==> config.mk <==
export PLATFORM = sky130hd
export DESIGN_NAME = tmev_timer
export DESIGN_NICKNAME = d
export VERILOG_FILES = /design/src/hw/tmev_timer.v
export VERILOG_INCLUDE_DIRS = /design/src /design/src/hw
export SDC_FILE = /design/constraint.sdc
export NUM_CORES = 1
export LEC_CHECK = 0
export BUFFER_PORTS_ARGS = -buffer_cell sky130_fd_sc_hd__buf_2
export CORE_MARGIN = 2
export CORE_UTILIZATION = 50
export CTS_CLUSTER_DIAMETER = 120
export DETAILED_ROUTE_END_ITERATION = 10
export GPL_TIMING_DRIVEN = 0
export PLACE_DENSITY = 0.69
export SLEW_MARGIN = 20
export SYNTH_ARGS = -nofsm -noshare
export SYNTH_HDL_FRONTEND = slang
export SYNTH_SLANG_ARGS = --single-unit
==> constraint.sdc <==
create_clock -name i_clk -period 3.4 [get_ports i_clk]
set_input_delay 0 -clock i_clk [delete_from_list [all_inputs] [get_ports i_clk]]
set_output_delay 0 -clock i_clk [all_outputs]
set_load 0.05 [all_outputs]
==> src/hw/tmev_defines.vh <==
// Register offsets, field positions, reset values and timing constants of the timer/event counter.
`ifndef TMEV_DEFINES_VH
`define TMEV_DEFINES_VH
// Register offsets on the plain register port.
`define TMEV_ADDR_COUNT 2'h0
`define TMEV_ADDR_COMPARE 2'h1
`define TMEV_ADDR_CLKSEL 2'h2
`define TMEV_ADDR_MODE 2'h3
// Mode control register field positions.
`define TMEV_MODE_ENABLE 7
`define TMEV_MODE_PWM 6
`define TMEV_MODE_LVSET 3
`define TMEV_MODE_LVCLR 2
`define TMEV_MODE_INVPOL 1
`define TMEV_MODE_DRIVE 0
// Writable bits of the mode control register; bits 5 and 4 are fixed zero.
`define TMEV_MODE_MASK 8'hcf
// Reset values.
`define TMEV_RST_BYTE 8'h00
`define TMEV_RST_CLKSEL 3'h0
// Clock select codes.
`define TMEV_CKS_PIN_FALL 3'h0
`define TMEV_CKS_PIN_RISE 3'h1
`define TMEV_CKS_DIV1 3'h2
`define TMEV_CKS_DIV2 3'h3
`define TMEV_CKS_DIV4 3'h4
`define TMEV_CKS_DIV64 3'h5
`define TMEV_CKS_DIV256 3'h6
`define TMEV_CKS_DIV8192 3'h7
// Width of the free-running prescaler.
`define TMEV_PRE_W 13
// Top count at which the counter wraps in PWM mode.
`define TMEV_COUNT_TOP 8'hff
`endif

==> src/hw/tmev_timer.v <==
// Eight-bit timer/event counter with compare, square-wave and PWM output.
//
// Design decisions made here: the strobed register port and the placing of the registers.
`timescale 1ns/1ps
`include "tmev_defines.vh"
module tmev_timer (
   // Clock and asynchronous active-high reset.
   input wire i_clk,
   input wire i_rst,
   // Register port; read data follow the read strobe by one cycle.
   input wire [1:0] i_addr,
   input wire [7:0] i_wdata,
   input wire i_wr,
   input wire i_rd,
   output reg [7:0] o_rdata,
   // Far-side pins and the match request.
   input wire i_event_input_pin,
   output reg o_wave_output_pin,
   output reg o_match_irq
);

   // Prescaler, count source and register state.
   reg [`TMEV_PRE_W-1:0] pre_r; // Free-running prescaler of the system clock.
   reg [`TMEV_PRE_W-1:0] pre_nxt; // Next prescaler value.
   reg pin_s1_r; // First synchroniser stage of the event pin.
   reg pin_s2_r; // Second synchroniser stage of the event pin.
   reg pin_d_r; // Delayed synchronised pin for edge detection.
   reg [2:0] clock_select_field_r; // Count source selection.
   reg [7:0] mode_control_reg_r; // Mode bits; level bits are never stored.
   reg [7:0] compare_value_r; // Compare value that governs matches.
   reg [7:0] compare_buf_r; // Value written by software, shown on reads.
   reg buf_pend_r; // A buffered PWM compare value awaits transfer.
   reg buf_late_r; // The write came after the FFH count edge.
   reg [7:0] count_value_r; // The counter itself.
   reg tff_r; // Timer output flip-flop.
   reg pwm_act_r; // PWM phase: high while in the active part of the cycle.

   // Mode bits pulled out for readability.
   // Bits 5 and 4 are never stored, so they need no decode of their own.
   wire cnt_en = mode_control_reg_r[`TMEV_MODE_ENABLE];
   wire pwm_sel = mode_control_reg_r[`TMEV_MODE_PWM];
   wire inv_pol = mode_control_reg_r[`TMEV_MODE_INVPOL];
   wire drive_en = mode_control_reg_r[`TMEV_MODE_DRIVE];

   // Write decode: one place so every register sees the same strobe.
   // Reads have no side effects, so only writes are decoded here.
   wire wr_mode = i_wr && (i_addr == `TMEV_ADDR_MODE);
   wire wr_cmp = i_wr && (i_addr == `TMEV_ADDR_COMPARE);
   wire wr_cks = i_wr && (i_addr == `TMEV_ADDR_CLKSEL);

   // Returns the one-cycle pulse of a prescaler tap: set when all bits below the tap are ones.
   // Each tap fires once in every 2^bits cycles, so the divided rates are exact.
   function tap_pulse;
      input [`TMEV_PRE_W-1:0] pre;
      input [3:0] bits;
      reg [`TMEV_PRE_W-1:0] mask;
      begin
         mask = ({`TMEV_PRE_W{1'b1}} >> (`TMEV_PRE_W - bits));
         tap_pulse = ((pre & mask) == mask);
      end
   endfunction

   // Next count value; the carry out of bit 7 is dropped on purpose,
   // so FFH wraps to 00H.
   function [7:0] next_count;
      input [7:0] cnt;
      begin
         next_count = cnt + 8'h01;
      end
   endfunction

   // Count clock enable from the selected source.
   reg count_tick; // One-cycle count clock pulse.
   wire pin_rise = pin_s2_r && !pin_d_r; // Rising edge of the synchronised pin.
   wire pin_fall = !pin_s2_r && pin_d_r; // Falling edge of the synchronised pin.
   always @* begin
      case (clock_select_field_r)
         `TMEV_CKS_PIN_FALL: begin
            count_tick = pin_fall;
         end
         `TMEV_CKS_PIN_RISE: begin
            count_tick = pin_rise;
         end
         `TMEV_CKS_DIV1: begin
            count_tick = 1'b1;
         end
         `TMEV_CKS_DIV2: begin
            count_tick = tap_pulse(pre_r, 4'h1);
         end
         `TMEV_CKS_DIV4: begin
            count_tick = tap_pulse(pre_r, 4'h2);
         end
         `TMEV_CKS_DIV64: begin
            count_tick = tap_pulse(pre_r, 4'h6);
         end
         `TMEV_CKS_DIV256: begin
            count_tick = tap_pulse(pre_r, 4'h8);
         end
         default: begin
            // Code 7: the slowest tap of the prescaler.
            count_tick = tap_pulse(pre_r, 4'hd);
         end
      endcase
   end

   // The prescaler runs free, so a start lands anywhere in a count period.
   // It wraps every 8192 cycles, which is exactly the slowest tap.
   always @* begin
      pre_nxt = pre_r + {{(`TMEV_PRE_W-1){1'b0}}, 1'b1};
   end

   // Match and overflow events, both qualified by the count clock.
   // A match needs a tick, so a slow count clock cannot raise it twice.
   wire adv = cnt_en && count_tick;
   wire match = adv && (count_value_r == compare_value_r);
   wire ovf = adv && pwm_sel && (count_value_r == `TMEV_COUNT_TOP);
   // PWM active phase ends at the tick that brings the counter to the compare value.
   wire pwm_clr = adv && pwm_sel && (next_count(count_value_r) == compare_value_r);
   // Compare value that governs the period starting at this overflow.
   wire [7:0] cmp_next = (buf_pend_r && !buf_late_r) ? compare_buf_r : compare_value_r;

   // Event pin synchroniser; only the second stage feeds logic.
   // The delayed copy adds a cycle of latency but keeps edges off the first stage.
   always @(posedge i_clk or posedge i_rst) begin
      if (i_rst) begin
         pin_s1_r <= 1'b0;
         pin_s2_r <= 1'b0;
         pin_d_r <= 1'b0;
         pre_r <= {`TMEV_PRE_W{1'b0}};
      end else begin
         pin_s1_r <= i_event_input_pin;
         pin_s2_r <= pin_s1_r;
         pin_d_r <= pin_s2_r;
         pre_r <= pre_nxt;
      end
   end

   // Control registers. Level bits act at write time and are not stored.
   // Trade-off: a level write takes effect at once, so it cannot be queued.
   // Software must therefore preset the level while the counter is stopped.
   always @(posedge i_clk or posedge i_rst) begin
      if (i_rst) begin
         mode_control_reg_r <= `TMEV_RST_BYTE;
         clock_select_field_r <= `TMEV_RST_CLKSEL;
      end else begin
         if (wr_mode) begin
            mode_control_reg_r <= i_wdata & `TMEV_MODE_MASK & 8'hf3;
         end
         if (wr_cks) begin
            clock_select_field_r <= i_wdata[2:0];
         end
      end
   end

   // Compare register with the PWM reload buffer.
   // Reads always show the last write, even while a reload is still pending.
   always @(posedge i_clk or posedge i_rst) begin
      if (i_rst) begin
         compare_value_r <= `TMEV_RST_BYTE;
         compare_buf_r <= `TMEV_RST_BYTE;
         buf_pend_r <= 1'b0;
         buf_late_r <= 1'b0;
      end else begin
         if (wr_cmp) begin
            compare_buf_r <= i_wdata;
         end
         if (wr_cmp && !(pwm_sel && cnt_en)) begin
            // Outside running PWM the value applies at once.
            compare_value_r <= i_wdata;
            buf_pend_r <= 1'b0;
            buf_late_r <= 1'b0;
         end else if (wr_cmp) begin
            // A write after the FFH edge has been counted waits one more overflow.
            buf_pend_r <= 1'b1;
            buf_late_r <= (count_value_r == `TMEV_COUNT_TOP) || ovf;
         end else if (ovf && buf_pend_r) begin
            if (buf_late_r) begin
               buf_late_r <= 1'b0;
            end else begin
               compare_value_r <= compare_buf_r;
               buf_pend_r <= 1'b0;
            end
         end
      end
   end

   // Counter: clears on match in clear-and-start mode, wraps in PWM mode.
   // Stopping clears it, so every start counts from zero.
   always @(posedge i_clk or posedge i_rst) begin
      if (i_rst) begin
         count_value_r <= `TMEV_RST_BYTE;
      end else if (!cnt_en) begin
         count_value_r <= `TMEV_RST_BYTE;
      end else if (adv) begin
         if (match && !pwm_sel) begin
            count_value_r <= `TMEV_RST_BYTE;
         end else begin
            count_value_r <= next_count(count_value_r);
         end
      end
   end

   // Output flip-flop and PWM phase.
   always @(posedge i_clk or posedge i_rst) begin
      if (i_rst) begin
         tff_r <= 1'b0;
         pwm_act_r <= 1'b0;
      end else begin
         if (wr_mode && !i_wdata[`TMEV_MODE_PWM]) begin
            // Pattern 11 is prohibited and leaves the flip-flop alone.
            case ({i_wdata[`TMEV_MODE_LVSET], i_wdata[`TMEV_MODE_LVCLR]})
               2'b01: begin
                  tff_r <= 1'b0;
               end
               2'b10: begin
                  tff_r <= 1'b1;
               end
               default: begin
                  tff_r <= tff_r;
               end
            endcase
         end else if (!pwm_sel && inv_pol && match) begin
            tff_r <= ~tff_r;
         end
         // Stopping forces the inactive phase; polarity is applied only at the pin.
         if (!cnt_en || !pwm_sel) begin
            pwm_act_r <= 1'b0;
         end else if (ovf) begin
            // Compare zero gives no active part at all.
            pwm_act_r <= (cmp_next != 8'h00);
         end else if (pwm_clr) begin
            pwm_act_r <= 1'b0;
         end
      end
   end

   // Output pin, irq pulse and read data, all from flip-flops.
   // The pin lags its source by one cycle in every mode, so widths stay exact.
   always @(posedge i_clk or posedge i_rst) begin
      if (i_rst) begin
         o_wave_output_pin <= 1'b0;
         o_match_irq <= 1'b0;
         o_rdata <= `TMEV_RST_BYTE;
      end else begin
         // One pulse per match, since a match needs a count tick.
         o_match_irq <= match;
         if (!drive_en) begin
            o_wave_output_pin <= 1'b0;
         end else if (pwm_sel) begin
            o_wave_output_pin <= pwm_act_r ^ inv_pol;
         end else begin
            o_wave_output_pin <= tff_r;
         end
         // Idle cycles return zero, so stale data never looks like a fresh read.
         if (i_rd) begin
            case (i_addr)
               `TMEV_ADDR_COUNT: begin
                  o_rdata <= count_value_r;
               end
               `TMEV_ADDR_COMPARE: begin
                  o_rdata <= compare_buf_r;
               end
               `TMEV_ADDR_CLKSEL: begin
                  o_rdata <= {5'h00, clock_select_field_r};
               end
               default: begin
                  o_rdata <= mode_control_reg_r;
               end
            endcase
         end else begin
            o_rdata <= `TMEV_RST_BYTE;
         end
      end
   end

endmodule

* Yosys cells after proc, flatten, opt, wreduce, memory -nomap -nowiden
Index checks and enable logic that the tools add are counted.
** Cells by class
- Add/sub/neg operators :: 2
- Equal/unequal tests :: 23
- Muxes and demuxes :: 26
- Bitwise logic cells :: 2
- Reduce and logical (&&, ||, !) cells :: 37
** Operator list (number)
- $mux W8 :: 9
- $pmux W8 S3 :: 1
- $logic_and A1 B1 Y1 :: 18
- $eq A8 B8 Y1 :: 2
- $eq A8 B8 Y1 const B :: 2
- $mux W1 :: 14
- $add A13 B1 Y13 const B :: 1
- $eq A13 B13 Y1 const B :: 1
- $eq A3 B3 Y1 const B :: 3
- $add A8 B1 Y8 const B :: 1
- $eq A2 B2 Y1 const B :: 4
- $reduce_bool A8 Y1 :: 1
- $logic_not A1 Y1 :: 7
- $pmux W1 S7 :: 1
- $eq A3 B2 Y1 const B :: 2
- $eq A6 B6 Y1 const B :: 1
- $ne A2 B1 Y1 const B :: 3
- $ne A3 B1 Y1 const B :: 2
- $reduce_bool A3 Y1 :: 2
- $eq A2 B1 Y1 const B :: 2
- $reduce_and A2 Y1 :: 2
- $reduce_bool A2 Y1 :: 2
- $eq A3 B1 Y1 const B :: 1
- $logic_not A3 Y1 :: 1
- other kinds (6) :: 7
** Storage, ports and cells
- Flip-flop bits (word level) :: 61
- Output and inout bits :: 10
- Word-level logic and storage cells :: 106

* Logic depth before layout (Yosys ltp)
- Depth after elaboration :: 10
- Depth in mapped cells :: 8

* Worst setup path before layout
Ideal clock, no wire load.
- Kind :: register -> register
- Start :: reg count_value_r[0]
- End :: reg pwm_act_r
- Setup time :: 0.136 ns
- Arrival time :: 1.725 ns
- Data required time :: 3.264 ns
- Path slack :: 1.540 ns
- Cell stages (with the launch flop) :: 8
- Cell sequence :: dfrtp_1 -> ha_1 -> and3_1 -> nand3_1 -> xnor2_1 -> or4_1 -> o21ai_0 -> o211ai_1
** On the way
- Word-level cells in the longest chain between the ends :: 4
** RTL lines
- start, declared :: line tmev_timer.v:34 : reg [7:0] count_value_r;
- start signal, assigned :: line tmev_timer.v:191 : count_value_r <= `TMEV_RST_BYTE;
- start signal, assigned :: line tmev_timer.v:193 : count_value_r <= `TMEV_RST_BYTE;
- start signal, assigned :: line tmev_timer.v:196 : count_value_r <= `TMEV_RST_BYTE;
- $add A8 B1 Y8 or $eq A8 B8 Y1 (tied branches)
- $eq A8 B8 Y1 or $logic_and A1 B1 Y1 (tied branches) :: line tmev_timer.v:118, tmev_timer.v:116
- $logic_and A1 B1 Y1 or $mux W1 (tied branches) :: line tmev_timer.v:118, tmev_timer.v:228
- $reduce_bool A3 Y1 (no source line) or $mux W1 (tied branches)
- end signal, assigned :: line tmev_timer.v:230 : pwm_act_r <= (cmp_next != 8'h00);
- end, declared :: line tmev_timer.v:36 : reg pwm_act_r;
Parallel ways exist; a longest one is shown, timed or not.
A chain may end at the register's enable or synchronous reset.

* Worst setup path in the final report
- Start :: reg count_value_r[0]
- End :: reg compare_value_r[2]
** On the way
- Word-level cells in the longest chain between the ends :: 5
** RTL lines
- $eq A8 B8 Y1 (no source line)
- $logic_and A1 B1 Y1 :: line tmev_timer.v:116 : wire ovf = adv && pwm_sel && (count_value_r == `TMEV_COUNT_TOP);
- $logic_and A1 B1 Y1 :: line tmev_timer.v:176 : end else if (ovf && buf_pend_r) begin
- $reduce_bool A2 Y1 (no source line)
- $reduce_and A3 Y1 (no source line)
- end signal, assigned :: line tmev_timer.v:159 : compare_value_r <= `TMEV_RST_BYTE;
- end signal, assigned :: line tmev_timer.v:169 : compare_value_r <= i_wdata;
- end signal, assigned :: line tmev_timer.v:180 : compare_value_r <= compare_buf_r;
- end, declared :: line tmev_timer.v:30 : reg [7:0] compare_value_r;
No other way between the ends.

==> flow_summary.html <==
<table>
<tr><th>Metric</th><th>Value</th></tr>
<tr><th colspan="2">Run status</th></tr>
<tr><td>Result of the run</td><td>complete, no violations</td></tr>
<tr><th colspan="2">STA</th></tr>
<tr><td>Worst-case clock skew</td><td>0.00735 ns</td></tr>
<tr><td>Final hold slack</td><td>0.00851 ns</td></tr>
<tr><td>Accumulated negative setup slack</td><td>0 ns</td></tr>
<tr><td>Final setup margin</td><td>about 1.2 ns</td></tr>
<tr><td>Transition time of the tightest slew-check pin</td><td>around 0.53 ns</td></tr>
<tr><td>Final-report setup violation count</td><td>0</td></tr>
<tr><td>Max-slew violation count</td><td>0</td></tr>
<tr><td>Post-layout min period</td><td>about 2.2 ns</td></tr>
<tr><td>Post-route fraction of the period consumed by the critical path</td><td>0.650</td></tr>
<tr><td>Unrepaired setup endpoints after global routing</td><td>no</td></tr>
<tr><td>Final Hold Vio Count</td><td>0</td></tr>
<tr><td>Worst max-slew margin expressed relative to the limit</td><td>0.642</td></tr>
<tr><td>Achievable frequency</td><td>0.453 GHz</td></tr>
<tr><th colspan="2">GRT</th></tr>
<tr><td>Wire length of the first global-routing pass</td><td>11.9 mm</td></tr>
<tr><td>Via count of the first global-routing pass</td><td>about 2400</td></tr>
<tr><td>Largest net degree at the start of global routing</td><td>34</td></tr>
<tr><td>Number of antenna violations at the first check in global routing</td><td>0</td></tr>
<tr><td>GRT Overall Usage</td><td>0.214</td></tr>
<tr><td>Gr ovfl total</td><td>0</td></tr>
<tr><th colspan="2">Flow run</th></tr>
<tr><td>Number of max-cap violations</td><td>0</td></tr>
<tr><th colspan="2">Clock network</th></tr>
<tr><td>Total setup buffers inserted after CTS</td><td>0</td></tr>
<tr><td>Sink Count</td><td>61</td></tr>
<tr><td>Clock Tree Root</td><td>sky130_fd_sc_hd__clkbuf_8</td></tr>
<tr><td>Clock tree from TritonCTS</td><td>built</td></tr>
<tr><td>Clock transition at the registers of the reported paths</td><td>0.07 ns</td></tr>
<tr><td>Clock buffer count from CTS</td><td>9</td></tr>
<tr><td>Clk Latency, worst-skew pair</td><td>0.34 ns</td></tr>
<tr><td>Clk buf depth</td><td>2</td></tr>
<tr><td>Number of levels the H-tree was split into</td><td>3</td></tr>
<tr><th colspan="2">Logic synthesis</th></tr>
<tr><td>Mean cell area of the mapped netlist</td><td>10.5 um2</td></tr>
<tr><td>Number of enable flip-flop cells after synthesis</td><td>0</td></tr>
<tr><td>Warnings from Yosys</td><td>0</td></tr>
<tr><td>Number of flip-flops and latches in the synthesized netlist</td><td>61</td></tr>
<tr><td>Number of distinct library cells after synthesis</td><td>55</td></tr>
<tr><td>Dominant cells by area after synthesis</td><td>sky130_fd_sc_hd__dfrtp_1, sky130_fd_sc_hd__mux2_2, sky130_fd_sc_hd__xnor2_1</td></tr>
<tr><td>Area fraction of the dominant cell type after synthesis</td><td>0.475</td></tr>
<tr><td>Post-Syn Area</td><td>3220 um2</td></tr>
<tr><td>FFs w/ async S/R, synth</td><td>1.00</td></tr>
<tr><td>Most repeated cell in the gate-level netlist after synthesis</td><td>sky130_fd_sc_hd__dfrtp_1</td></tr>
<tr><td>Post-synthesis sequential area ratio</td><td>0.475</td></tr>
<tr><td>Synthesized netlist net count</td><td>325</td></tr>
<tr><td>Largest area contributor in the synthesized netlist</td><td>sky130_fd_sc_hd__dfrtp_1</td></tr>
<tr><td>Cells after Synth</td><td>307</td></tr>
<tr><td>List of most frequent post-synthesis cells</td><td>sky130_fd_sc_hd__dfrtp_1, sky130_fd_sc_hd__nand2_1, sky130_fd_sc_hd__nor2_1</td></tr>
<tr><td>Top_reg_cell synth</td><td>sky130_fd_sc_hd__dfrtp_1</td></tr>
<tr><th colspan="2">Power and ir drop</th></tr>
<tr><td>Sequential power share</td><td>0.479</td></tr>
<tr><td>Leakage power summed over all cells</td><td>approximately 1.7 nW</td></tr>
<tr><td>Switching part of the total</td><td>0.316</td></tr>
<tr><td>Proportion of power drawn by the clock network</td><td>0.311</td></tr>
<tr><td>IR Drop Worst-Case VDD</td><td>360 uV</td></tr>
<tr><td>Power, Total</td><td>approximately 1.9 mW</td></tr>
<tr><td>Power per cell area</td><td>around 500 nW/um2</td></tr>
<tr><td>Internal power consumption</td><td>roughly 1.3 mW</td></tr>
<tr><td>P_sw</td><td>0.591 mW</td></tr>
<tr><td>Gate power share</td><td>0.210</td></tr>
<tr><th colspan="2">Setup path</th></tr>
<tr><td>Highest net fanout along the worst path</td><td>9</td></tr>
<tr><td>Cell with the largest stage delay on the worst path</td><td>sky130_fd_sc_hd__dfrtp_1</td></tr>
<tr><td>Type of the setup path with the least slack</td><td>reg -&gt; reg</td></tr>
<tr><td>Cell class contributing the biggest share of worst-path delay</td><td>simple AND/OR/NAND/NOR gates</td></tr>
<tr><td>Data required time of the worst path</td><td>3.63 ns</td></tr>
<tr><td>Slowest stage delay, CP</td><td>~0.51 ns</td></tr>
<tr><td>Critical path buffer and inverter count</td><td>0</td></tr>
<tr><td>CP endpoint kind</td><td>flip-flop</td></tr>
<tr><td>Critical path data arrival time</td><td>2.44 ns</td></tr>
<tr><td>Critical Path Source Type</td><td>flip-flop</td></tr>
<tr><td>List of cells traversed by the critical path</td><td>ha_1 &gt; nand3_1 &gt; nor3_2 &gt; and3_1 &gt; o211ai_4 &gt; o22a_1 &gt; o21a_1</td></tr>
<tr><th colspan="2">Finish</th></tr>
<tr><td>Utilization after layout</td><td>0.595</td></tr>
<tr><td>Post-layout net count</td><td>371</td></tr>
<tr><td>Share of layout cells above drive strength 1</td><td>0.226</td></tr>
<tr><td>Design Area, Final</td><td>3730 um2</td></tr>
<tr><td>Number of antenna repair diodes</td><td>0</td></tr>
<tr><td>Relative area change from synthesis to final layout</td><td>16.1%</td></tr>
<tr><td>Final Instance Count excl. Fillers</td><td>between 400 and 500</td></tr>
<tr><th colspan="2">Placed design</th></tr>
<tr><td>Post-placement cell count</td><td>409</td></tr>
<tr><td>Worst setup timing slack at the placement stage</td><td>between 1 and 1.5 ns</td></tr>
<tr><td>Number of buffers inserted by port buffering</td><td>24</td></tr>
<tr><td>Final RePlAce weighted congestion</td><td>approximately 0.84</td></tr>
<tr><td>Detailed-placement wirelength estimate</td><td>5.06 mm</td></tr>
<tr><td>Placed standard-cell area</td><td>roughly 3500 um2</td></tr>
<tr><th colspan="2">Detailed routing</th></tr>
<tr><td>M1 wire length</td><td>3.38 mm</td></tr>
<tr><td>Number of DRC markers after the initial detailed-route iteration</td><td>173</td></tr>
<tr><td># DRC</td><td>0</td></tr>
<tr><td>Wire length per cell</td><td>15.8 um</td></tr>
<tr><td>Total iterations of the first detailed-routing run</td><td>4</td></tr>
<tr><td>Final Routed Wirelength</td><td>6.88 mm</td></tr>
<tr><td>Number of nets still failing antenna checks after routing</td><td>0</td></tr>
<tr><td>Average vias per placed instance</td><td>about 5.7</td></tr>
<tr><td>Routed length on met3</td><td>approximately 320 um</td></tr>
<tr><td>Total via count after detailed routing</td><td>2466</td></tr>
<tr><td>Highest metal used</td><td>met4</td></tr>
<tr><td>DR WL met2</td><td>between 3 and 4 mm</td></tr>
<tr><th colspan="2">Hold path</th></tr>
<tr><td>Hold Path Class</td><td>in -&gt; reg</td></tr>
<tr><th colspan="2">Die</th></tr>
<tr><td>Full die area</td><td>7090 um2</td></tr>
<tr><td>Die Y-Extent</td><td>84.2 um</td></tr>
<tr><td>Die boundary width</td><td>84.2 um</td></tr>
<tr><td>Starting utilization of the core area</td><td>0.512</td></tr>
<tr><td>Total number of placement rows</td><td>29</td></tr>
<tr><td>Area of the placeable core</td><td>6280 um2</td></tr>
<tr><td>IO Count</td><td>25</td></tr>
</table>
[placed cells by master, fill, tap and decap left out, types with 3 or more instances in the layout]
cell type	instances
sky130_fd_sc_hd__nor4_1	4
sky130_fd_sc_hd__and2_1	6
sky130_fd_sc_hd__buf_2	30
sky130_fd_sc_hd__mux2_2	13
sky130_fd_sc_hd__o22ai_1	3
sky130_fd_sc_hd__and3_1	5
sky130_fd_sc_hd__clkbuf_1	7
sky130_fd_sc_hd__or3_1	3
sky130_fd_sc_hd__nand3_2	4
sky130_fd_sc_hd__dfrtp_1	61
sky130_fd_sc_hd__xnor2_1	14
sky130_fd_sc_hd__dlygate4sd3_1	10
sky130_fd_sc_hd__nand3_1	19
sky130_fd_sc_hd__nand2_1	31
sky130_fd_sc_hd__xor2_1	10
sky130_fd_sc_hd__a31oi_1	7
sky130_fd_sc_hd__nor2b_1	4
sky130_fd_sc_hd__nor3_1	4
sky130_fd_sc_hd__clkbuf_8	11
sky130_fd_sc_hd__and3_2	3
sky130_fd_sc_hd__ha_1	3
sky130_fd_sc_hd__o21ai_0	9
sky130_fd_sc_hd__mux2i_1	9
sky130_fd_sc_hd__a21oi_1	7
sky130_fd_sc_hd__inv_1	7
sky130_fd_sc_hd__nor2_1	20
sky130_fd_sc_hd__o21a_1	5
sky130_fd_sc_hd__o22a_1	4
sky130_fd_sc_hd__o211a_1	3
sky130_fd_sc_hd__nand4_1	5
[logic make-up after synthesis]
family                     Yosys count  synth area share
muxes                               24            0.0875
xor gates and xnor gates            24            0.0654
AOI/OAI and AO/OA                   49             0.115
and+or+nand+nor                    124             0.212
adders and majority gates            3            0.0117
DFF                                 61             0.475
buffers and inverters               22            0.0339
[layout make-up]
type	instances	area, um2
fillers	535	2540
multi-input cells	224	1580
flip-flops and latches	61	1530
repair buffers	35	240
clock buffers	13	159
well taps	77	96.3
plain buffers	14	78.8
inverters	8	32.5
clock inverters	3	20.0
[worst paths after layout]
| check | endpoint | depth (start not counted) | slack, ns | from |
|---|---|---|---|---|
| max | compare_value_r[2]$_DFFE_PP0P_ | 7 | 1.19 | count_value_r[0]$_DFFE_PP0P_ |
| min | clock_select_field_r[2]$_DFFE_PP0P_ | 3 | 0.009 | i_wdata[2] |
| max reg2reg | compare_value_r[2]$_DFFE_PP0P_ | 7 | 1.19 | count_value_r[0]$_DFFE_PP0P_ |
| min reg2reg | pin_s2_r$_DFF_PP0_ | 0 | 0.35 | pin_s1_r$_DFF_PP0_ |
| max in group asynchronous | mode_control_reg_r[6]$_DFFE_PP0P_ | 4 | 2.70 | i_rst |
| min in group asynchronous | count_value_r[6]$_DFFE_PP0P_ | 3 | 0.20 | i_rst |
[flip-flops by register name (all words and copies together) (netlist names)]
name                  flops
buf_late_r                1
buf_pend_r                1
clock_select_field_r      3
compare_buf_r             8
compare_value_r           8
count_value_r             8
mode_control_reg_r        4
o_match_irq               1
o_rdata                   8
o_wave_output_pin         1
pin_d_r                   1
pin_s1_r                  1
pin_s2_r                  1
pre_r                    13
pwm_act_r                 1
tff_r                     1
[tightest hold or removal path: stages]
cell and delay, ns:
sky130_fd_sc_hd__buf_2 0.11, sky130_fd_sc_hd__inv_1 0.09, sky130_fd_sc_hd__o21ai_0 0.10
[layer usage]
| metal | GRT usage | up-vias |
|---|---|---|
| li1 | - | 1195 |
| met1 | 0.307 | 1200 |
| met2 | 0.320 | 61 |
| met3 | 0.0364 | 10 |
| met4 | 0.0982 | 0 |
| met5 | 0 | - |
[power groups by stage]
| stage | Clock [mW] | Combinational (mW) | Sequential, mW |
|---|---|---|---|
| global route | 0.628 | 0.434 | 0.909 |
| finish | 0.583 | 0.393 | 0.898 |
| detailed placement | 0 | 0.384 | 0.910 |
| floorplan | 0 | 0.267 | 0.912 |
| CTS | 0.597 | 0.395 | 0.896 |
| global placement | 0 | 0.374 | 0.907 |
[timing repair]
item / in CTS / in global routing
endpoints found under the hold margin: 71 / 0
setup endpoints to repair: 0 / 0
gates resized for setup: 0 / 0
hold buffers: 10 / 0
Power figures use the tool's default switching activity.
